==> src/design/eppcs_map.svh <==
// Behaviour
// - host strobe bit forces write mode in cycles
// - write with direction bit set runs read
// - 1.9 write holds ready low until finishable
// - wait already low: finish when wait rises
// - 1.9 wait high at start: hold until low
// - 1.9 write drives byte, write and strobe together
// - wait rise ends strobe, releases ready
// - 1.9 read floats bus, sets direction, strobes
// - wait rise in read captures byte, releases
// - 1.9 read finishes on wait rise
// - idle port follows control register bits
// - 1.7 watchdog aborts and flags timeout
// - 1.7 holds ready low while wait low
// - 1.7 write drives byte and strobe at start
// - 1.7 read end drops strobe, latches byte
// - timeout flag cleared by reset or one
// - 1.9 watchdog runs until wait deasserts
// - direction low unless bit set or read
`ifndef EPPCS_MAP_SVH
`define EPPCS_MAP_SVH
// register indices, byte address is four times the index
`define EPPCS_IDX_DATA 4'h0
`define EPPCS_IDX_STAT 4'h1
`define EPPCS_IDX_CTRL 4'h2
`define EPPCS_IDX_EADR 4'h3
`define EPPCS_IDX_ED0  4'h4
`define EPPCS_IDX_ED3  4'h7
`define EPPCS_IDX_MODE 4'h8
// field positions
`define EPPCS_CTRL_STB  0
`define EPPCS_CTRL_AFD  1
`define EPPCS_CTRL_INI  2
`define EPPCS_CTRL_SLI  3
`define EPPCS_CTRL_PCD  5
`define EPPCS_STAT_TMO  0
`define EPPCS_MODE_EN   0
`define EPPCS_MODE_17   1
// reset values
`define EPPCS_CTRL_RST  6'h00
`define EPPCS_MODE_RST  2'h0
`define EPPCS_PD_RST    8'h00
// timing
`define EPPCS_TMO_NS    10000
`define EPPCS_CLK_NS    10
`define EPPCS_TMO_CYC   ((`EPPCS_TMO_NS + `EPPCS_CLK_NS - 1) / `EPPCS_CLK_NS)
`endif

==> src/design/eppcs_pkg.sv <==
package eppcs_pkg;
  // cycle sequencer states
  typedef enum logic [1:0] {
    ST_IDLE,
    ST_WLOW,
    ST_STB,
    ST_DONE
  } eppcs_state_t;
endpackage

==> src/design/eppcs_sync.sv <==
`timescale 1ns/1ns
`default_nettype none
module eppcs_sync #(
  parameter int W = 1
) (
  input  wire logic         CLK_I,
  input  wire logic         RST_I,
  input  wire logic [W-1:0] IN_I,
  output logic      [W-1:0] OUT_O
);
  // two stage synchroniser state
  typedef struct packed {
    logic [W-1:0] meta;  // first stage, read only by second
    logic [W-1:0] sync;  // second stage
  } eppcs_sync_t;

  eppcs_sync_t s_r;
  eppcs_sync_t s_nxt;

  // shift pin level through both stages
  always_comb begin
    s_nxt.meta = IN_I;
    s_nxt.sync = s_r.meta;
  end

  // reset to all zero, never to a port value
  always_ff @(posedge CLK_I) begin
    if (RST_I) begin
      s_r <= '0;
    end else begin
      s_r <= s_nxt;
    end
  end

  assign OUT_O = s_r.sync;
endmodule
`default_nettype wire

==> src/design/eppcs_top.sv <==
`timescale 1ns/1ns
`default_nettype none
`include "eppcs_map.svh"
module eppcs_top import eppcs_pkg::*; #(
  parameter int ADDR_W  = 8,
  parameter int TMO_CYC = `EPPCS_TMO_CYC,
  parameter int WDOG_W  = $clog2(TMO_CYC + 1)
) (
  input  wire logic              CLK_I,
  input  wire logic              RST_I,
  input  wire logic              PSEL_I,
  input  wire logic              PENABLE_I,
  input  wire logic              PWRITE_I,
  input  wire logic [ADDR_W-1:0] PADDR_I,
  input  wire logic [31:0]       PWDATA_I,
  output logic      [31:0]       PRDATA_O,
  output logic                   PREADY_O,
  output logic                   PSLVERR_O,
  input  wire logic [7:0]        PORT_DATA_BUS_I,
  output logic      [7:0]        PORT_DATA_BUS_O,
  output logic                   PORT_DATA_BUS_OE_O,
  input  wire logic              PERIPHERAL_WAIT_N_I,
  output logic                   DATA_STROBE_N_O,
  output logic                   ADDRESS_STROBE_N_O,
  output logic                   WRITE_INDICATE_N_O,
  output logic                   PORT_DIRECTION_OUT_O,
  output logic                   STROBE_N_O,
  output logic                   AUTOFD_N_O,
  output logic                   INIT_N_O,
  output logic                   SLCTIN_N_O,
  input  wire logic              ERR_N_I,
  input  wire logic              SLCT_I,
  input  wire logic              PE_I,
  input  wire logic              ACK_N_I,
  input  wire logic              BUSY_I
);
  // whole block state
  typedef struct packed {
    eppcs_state_t      st;      // sequencer state
    logic [5:0]        ctrl;    // control port bits
    logic [1:0]        mode;    // epp enable, 1.7 select
    logic [7:0]        pd;      // byte for the port bus
    logic [31:0]       rdata;   // read data to the bus
    logic              tmo;     // timeout_flag
    logic [WDOG_W-1:0] wdog;    // watchdog count
    logic              cyc_wr;  // cycle is a true write
    logic              cyc_adr; // cycle uses address strobe
    logic              cyc17;   // cycle runs 1.7 style
  } eppcs_regs_t;

  eppcs_regs_t s_r;
  eppcs_regs_t s_nxt;

  logic [13:0] sync_out;  // synchronised pin levels
  logic [7:0]  pd_s;      // port data, synchronised
  logic        wait_s;    // peripheral_wait, high means not waiting
  logic        err_n_s;
  logic        slct_s;
  logic        pe_s;
  logic        ack_n_s;
  logic        busy_s;
  logic [3:0]  idx;       // decoded register index
  logic        mapped;    // address hits a register
  logic        epp_sel;   // access targets an epp port
  logic        control_direction_bit;       // control_direction_bit
  logic        eff_wr;    // write mode inside a cycle
  logic        in_cyc;    // port driven by the sequencer
  logic        abort;     // watchdog terminal count
  logic        acc;       // apb access phase

  // all pins cross into the clock domain first
  eppcs_sync #(
    .W (14)
  ) u_sync (
    .CLK_I (CLK_I),
    .RST_I (RST_I),
    .IN_I  ({PORT_DATA_BUS_I, PERIPHERAL_WAIT_N_I, ERR_N_I, SLCT_I,
             PE_I, ACK_N_I, BUSY_I}),
    .OUT_O (sync_out)
  );

  assign {pd_s, wait_s, err_n_s, slct_s, pe_s, ack_n_s, busy_s} = sync_out;

  // word index of an aligned byte address
  function automatic logic [3:0] reg_idx(input logic [ADDR_W-1:0] a);
    reg_idx = a[5:2];
  endfunction

  // true for the epp address and data ports
  function automatic logic is_epp(input logic [3:0] i);
    is_epp = (i >= `EPPCS_IDX_EADR) && (i <= `EPPCS_IDX_ED3);
  endfunction

  // decode; upper address bits must be clear
  always_comb begin
    idx    = reg_idx(PADDR_I);
    mapped = (PADDR_I[1:0] == 2'h0) && (PADDR_I[ADDR_W-1:6] == '0)
             && (idx <= `EPPCS_IDX_MODE);
  end

  assign epp_sel = mapped && is_epp(idx) && s_r.mode[`EPPCS_MODE_EN];
  assign control_direction_bit     = s_r.ctrl[`EPPCS_CTRL_PCD];
  assign eff_wr  = s_r.cyc_wr | s_r.ctrl[`EPPCS_CTRL_STB];
  assign in_cyc  = (s_r.st == ST_STB) || (s_r.st == ST_DONE);
  assign abort   = (s_r.wdog == WDOG_W'(TMO_CYC - 1));
  assign acc     = PSEL_I & PENABLE_I;

  // ready stays low for the whole epp cycle
  assign PREADY_O  = !epp_sel || (s_r.st == ST_DONE);
  assign PSLVERR_O = PSEL_I && PENABLE_I && !mapped;
  assign PRDATA_O  = s_r.rdata;

  // port side outputs; idle port follows control bits
  assign PORT_DATA_BUS_O      = s_r.pd;
  assign PORT_DATA_BUS_OE_O   = in_cyc ? eff_wr : !control_direction_bit;
  assign WRITE_INDICATE_N_O   = in_cyc ? !eff_wr : control_direction_bit;
  assign PORT_DIRECTION_OUT_O = in_cyc ? !eff_wr : control_direction_bit;
  assign DATA_STROBE_N_O      = !((s_r.st == ST_STB) && !s_r.cyc_adr);
  assign ADDRESS_STROBE_N_O   = !((s_r.st == ST_STB) && s_r.cyc_adr);
  assign STROBE_N_O           = !s_r.ctrl[`EPPCS_CTRL_STB];
  assign AUTOFD_N_O           = !s_r.ctrl[`EPPCS_CTRL_AFD];
  assign INIT_N_O             = s_r.ctrl[`EPPCS_CTRL_INI];
  assign SLCTIN_N_O           = !s_r.ctrl[`EPPCS_CTRL_SLI];

  // next state: sequencer, registers, watchdog
  always_comb begin
    logic tmo_set;
    tmo_set = 1'b0;
    s_nxt   = s_r;
    unique case (s_r.st)
      ST_IDLE: begin
        // cycle starts with the host access phase
        if (acc && epp_sel) begin
          s_nxt.cyc_wr  = PWRITE_I && !control_direction_bit;
          s_nxt.cyc_adr = (idx == `EPPCS_IDX_EADR);
          s_nxt.cyc17   = s_r.mode[`EPPCS_MODE_17];
          s_nxt.wdog    = '0;
          if (PWRITE_I) begin
            s_nxt.pd = PWDATA_I[7:0];
          end
          if (s_r.mode[`EPPCS_MODE_17] || !wait_s) begin
            s_nxt.st = ST_STB;
          end else begin
            s_nxt.st = ST_WLOW;
          end
        end
      end
      ST_WLOW: begin
        // strobe and write stay put until wait goes low
        s_nxt.wdog = s_r.wdog + 1'b1;
        if (!wait_s) begin
          s_nxt.st = ST_STB;
        end else if (abort) begin
          tmo_set  = 1'b1;
          s_nxt.st = ST_DONE;
        end
      end
      ST_STB: begin
        // completion wins over a same-cycle timeout
        s_nxt.wdog = s_r.wdog + 1'b1;
        if (wait_s) begin
          s_nxt.st = ST_DONE;
          if (!eff_wr) begin
            s_nxt.rdata = {24'h0, pd_s};
          end
        end else if (abort) begin
          tmo_set  = 1'b1;
          s_nxt.st = ST_DONE;
        end
      end
      ST_DONE: begin
        // ready is high here, so the host takes it now
        s_nxt.st = ST_IDLE;
      end
    endcase

    // plain register reads load in the setup phase
    if (PSEL_I && !PENABLE_I && !PWRITE_I && !(mapped && is_epp(idx))) begin
      s_nxt.rdata = 32'h0;
      if (!mapped) begin
        // index bits alone would alias, so unmapped offsets read zero
        s_nxt.rdata = 32'h0;
      end else if (idx == `EPPCS_IDX_DATA) begin
        s_nxt.rdata = {24'h0, pd_s};
      end else if (idx == `EPPCS_IDX_STAT) begin
        s_nxt.rdata = {24'h0, !busy_s, ack_n_s, pe_s, slct_s, err_n_s,
                       2'h0, s_r.tmo};
      end else if (idx == `EPPCS_IDX_CTRL) begin
        s_nxt.rdata = {26'h0, s_r.ctrl};
      end else if (idx == `EPPCS_IDX_MODE) begin
        s_nxt.rdata = {30'h0, s_r.mode};
      end
    end
    // epp ports read as zero while epp is disabled
    if (PSEL_I && !PENABLE_I && mapped && is_epp(idx)
        && !s_r.mode[`EPPCS_MODE_EN]) begin
      s_nxt.rdata = 32'h0;
    end

    // plain register writes complete in one access cycle
    if (acc && PWRITE_I && mapped && !is_epp(idx)) begin
      if (idx == `EPPCS_IDX_DATA) begin
        s_nxt.pd = PWDATA_I[7:0];
      end else if (idx == `EPPCS_IDX_CTRL) begin
        s_nxt.ctrl = PWDATA_I[5:0];
      end else if (idx == `EPPCS_IDX_MODE) begin
        s_nxt.mode = PWDATA_I[1:0];
      end else if (idx == `EPPCS_IDX_STAT && PWDATA_I[`EPPCS_STAT_TMO]) begin
        s_nxt.tmo = 1'b0;
      end
    end
    // set wins over a clear in the same cycle
    if (tmo_set) begin
      s_nxt.tmo = 1'b1;
    end
  end

  // single state register, synchronous reset
  always_ff @(posedge CLK_I) begin
    if (RST_I) begin
      s_r.st      <= ST_IDLE;
      s_r.ctrl    <= `EPPCS_CTRL_RST;
      s_r.mode    <= `EPPCS_MODE_RST;
      s_r.pd      <= `EPPCS_PD_RST;
      s_r.rdata   <= 32'h0;
      s_r.tmo     <= 1'b0;
      s_r.wdog    <= '0;
      s_r.cyc_wr  <= 1'b0;
      s_r.cyc_adr <= 1'b0;
      s_r.cyc17   <= 1'b0;
    end else begin
      s_r <= s_nxt;
    end
  end
endmodule
`default_nettype wire

==> config.mk <==
export PLATFORM = sky130hd
export DESIGN_NAME = eppcs_top
export DESIGN_NICKNAME = d
export VERILOG_FILES = /design/src/design/eppcs_pkg.sv /design/src/design/eppcs_sync.sv /design/src/design/eppcs_top.sv
export VERILOG_INCLUDE_DIRS = /design/src /design/src/design
export SDC_FILE = /design/constraint.sdc
export NUM_CORES = 1
export LEC_CHECK = 0
export BUFFER_PORTS_ARGS = -buffer_cell sky130_fd_sc_hd__buf_2
export CORE_ASPECT_RATIO = 0.5
export CORE_MARGIN = 2
export CORE_UTILIZATION = 50
export CTS_CLUSTER_DIAMETER = 80
export DETAILED_ROUTE_END_ITERATION = 7
export PLACE_DENSITY = 0.79
export SETUP_SLACK_MARGIN = 0.05
export SLEW_MARGIN = 20
export SYNTH_ARGS = -nofsm -noshare
export SYNTH_HDL_FRONTEND = slang
export SYNTH_SLANG_ARGS = --single-unit
==> constraint.sdc <==
create_clock -name CLK_I -period 2.86 [get_ports CLK_I]
set_input_delay 0 -clock CLK_I [delete_from_list [all_inputs] [get_ports CLK_I]]
set_output_delay 0 -clock CLK_I [all_outputs]
set_load 0.1 [all_outputs]
==> flow_summary.json <==
{
  "fin_skew_ns": 0.006423,
  "powerDensity_nw_per_um2": 640.1,
  "synth_cell_types": 46,
  "seq_area_frac_synth_pct": 41.26,
  "diodes": 0,
  "report.final.slew_viol_count": 0,
  "finalNonFillerCells": 521,
  "mostFrequentLayoutCell": "dfxtp_1",
  "cpPeakStageDelay_ns": 0.67,
  "synth_enable_flop_cells": 0,
  "max_freq_ghz": 0.4605,
  "use_met1_pct": 25.23,
  "ir_drop_v": 0.0003275,
  "synthArstFlopShare_pct": 0,
  "final_nets": 493,
  "synthToLayoutAreaGrowth_pct": 20.63,
  "clockRootBuffer": "clkbuf_16",
  "avgSynthCellArea_sq_um": 8.906,
  "grt_pass1_vias": 2240,
  "cts_tree": "done",
  "hpwl_mm": 4.595,
  "period_share_pct": 75.93,
  "clock-sinks": 67,
  "drt_iter0_markers": 140,
  "dieArea_sq_um": 7202,
  "ys.warnings.count": 0,
  "power_leakage_nw": 1.689,
  "synth_seq_cells": 67,
  "path_max_fanout": 8,
  "cts_buffer_depth": 2,
  "dpl_cell_area_sq_um": 3388,
  "num_rows": 20,
  "cts_max_level": 3,
  "start_util_pct": 52.59,
  "final.setup.tns_ns": 0,
  "hold_viol": 0,
  "dominantRegCellSynth": "dfxtp_1",
  "dp.cells": 482,
  "cp-start-kind": "primary input",
  "grt_max_degree": 32,
  "design_area_sq_um": 3921,
  "chipWidth_um": 118.0,
  "fp.dieH_um": 61.02,
  "path_class": "in -> reg",
  "dp_slack_ns": 0.7667,
  "synthCells": 365,
  "maxCapViolations": 0,
  "place.gp.congestion": 0.8997,
  "layout_common_cells": "dfxtp_1 (67), buf_2 (61), nor2_1 (35), nor2b_1 (33), conb_1 (24)",
  "syn_area_sq_um": 3251,
  "clk_latency_ns": 0.33,
  "antenna_found_initial": 0,
  "setup_viol": 0,
  "cts_buffers": 9,
  "worst_pin_slew_ns": 0.8173,
  "cp_data_arrival_time_ns": 2.42,
  "met3_usage_pct": 5.926,
  "fillCellCount": 504,
  "use_met2_pct": 31.40,
  "wl_mm": 6.829,
  "gr-total-overflow": 0,
  "outcome": "finished clean",
  "drc": 0,
  "grt_use_total_pct": 19.63,
  "firstDrtPassIters": 4,
  "final_antenna_net_count": 0,
  "cp_top_family": "compound AO/OA/AOI/OAI gates",
  "clk_pin_slew_worst_paths_ns": 0.06,
  "routedWlPerCell_um": 13.11,
  "rsz0062_at_grt": "no",
  "viasPerCell": 5.006,
  "grt.busiest_layer": "met2",
  "io_pins": 110,
  "period_needed_ns": 2.171,
  "worst_setup_path_end_kind": "flop",
  "path_buf_inv": 2,
  "grt_pass1_wl_mm": 10.78,
  "required_ns": 3.11,
  "core_area_sq_um": 6181,
  "crit_slowest_cell": "nor3b_1",
  "drive_gt1_share_pct": 19.86,
  "min-delay-path-class": "in -> reg",
  "vias": 2608,
  "worstPathCellList": "dlygate4sd3_1 > buf_2 > nor3b_1 > o211ai_1 > a221oi_1 > a31oi_1 > o22ai_1",
  "max_slew_margin_pct": 45.39,
  "fin_ws_ns": 0.6885,
  "port_buffers": 61,
  "post-cts-setup-buffers": 0
}
-- Yosys cell counts, drive strengths merged, types with 2 or more instances --
cell type | n | area (sq um)
nor2b | 33 | 206.5
a31oi | 2 | 18.77
a22oi | 4 | 30.03
and4 | 3 | 26.28
o31ai | 2 | 15.01
a21o | 7 | 52.55
a211oi | 4 | 30.03
or3 | 4 | 25.02
nand2 | 17 | 63.81
nand2b | 5 | 31.28
or4 | 2 | 22.52
a21oi | 15 | 75.07
clkbuf | 14 | 52.55
mux2i | 19 | 190.2
inv | 12 | 45.04
a221oi | 2 | 17.52
buf | 42 | 319.1
and2 | 4 | 27.53
o211ai | 4 | 30.03
nor2 | 35 | 131.4
nor4 | 5 | 31.28
nand3 | 10 | 50.05
a31o | 3 | 26.28
xnor2 | 5 | 43.79
ha | 6 | 75.07
nand4 | 4 | 25.02
nor3 | 5 | 25.02
o21ai | 7 | 35.03
dfxtp | 67 | 1341
nand3b | 6 | 45.04
nor3b | 2 | 15.01
a211o | 2 | 17.52
o22ai | 4 | 25.02
-- sequential cells by signal (all words and copies together) (netlist names) --
signal / cells
s_r: 21
PRDATA_O: 8
u_sync.s_nxt: 14
control_direction_bit: 1
INIT_N_O: 1
u_sync.OUT_O: 14
PORT_DATA_BUS_O: 8
-- power breakdown --
| group | internal [W] | switching, W |
|---|---|---|
| clock | 0.000685 | 0.000426 |
| combinational | 0.0000975 | 0.000335 |
| sequential | 0.000956 | 0.0000107 |
| total | 0.00174 | 0.000771 |
-- worst paths after layout --
path,endpoint,depth (start not counted),start,slack [ns]
worst min register to register,u_sync.OUT_O[6]$_SDFF_PP0_,1,u_sync.s_nxt[6]$_SDFF_PP0_,0.43
worst max register to register,s_r[11]$_SDFFE_PP0P_,7,s_r[63]$_SDFFE_PP0P_,0.74
worst min-delay path,PORT_DATA_BUS_O[1]$_SDFF_PP0_,2,RST_I,0.11
worst max-delay path,PRDATA_O[0]$_SDFFE_PP0P_,7,PWRITE_I,0.69
-- layer usage --
layer	part of all wire, %	wire (um)
met1	47	3187
met2	45	3043
met3	7.2	490
met4	1.6	108
met5	0	0
-- final cells by class --
cell class              instances  area (sq um)  area share [%]
clock buffers                  10         229.0           5.839
clock inverters                 6         73.82           1.883
inverters                      12         45.04           1.149
multi-input cells             253          1579           40.27
flip-flops and latches         67          1341           34.21
well taps                      88         110.1           2.808
repair buffers                 85         543.0           13.85
-- metrics by stage --
step / hold slack (ns) / power, W / utilization (%)
after detailed placement: 0.2116 / 0.001392 / 54.82
after global routing: 0.1214 / 0.002600 / 63.44
after CTS: 0.1024 / 0.002530 / 63.44
final: 0.1088 / 0.002510 / 63.44
after floorplan: 0.1282 / 0.001358 / -
after global placement: 0.2097 / 0.001390 / 54.82
-- kinds of logic after synthesis --
group	Yosys count	synth area share, %
and+or+nand+nor	138	23.17
buffers and inverters	68	12.82
DFF	67	41.26
AOI/OAI and AO/OA	60	12.78
muxes	20	6.197
adders and majority gates	6	2.309
xor gates and xnor gates	5	1.347
other	1	0.1154
-- what timing repair did --
| action | in CTS | in global routing |
|---|---|---|
| hold endpoints to repair | 31 | 0 |
| resized for setup | 0 | 0 |
| hold buffers | 23 | 0 |
| endpoints found under the setup margin | 0 | 0 |
(Power assumes the default switching activity.)
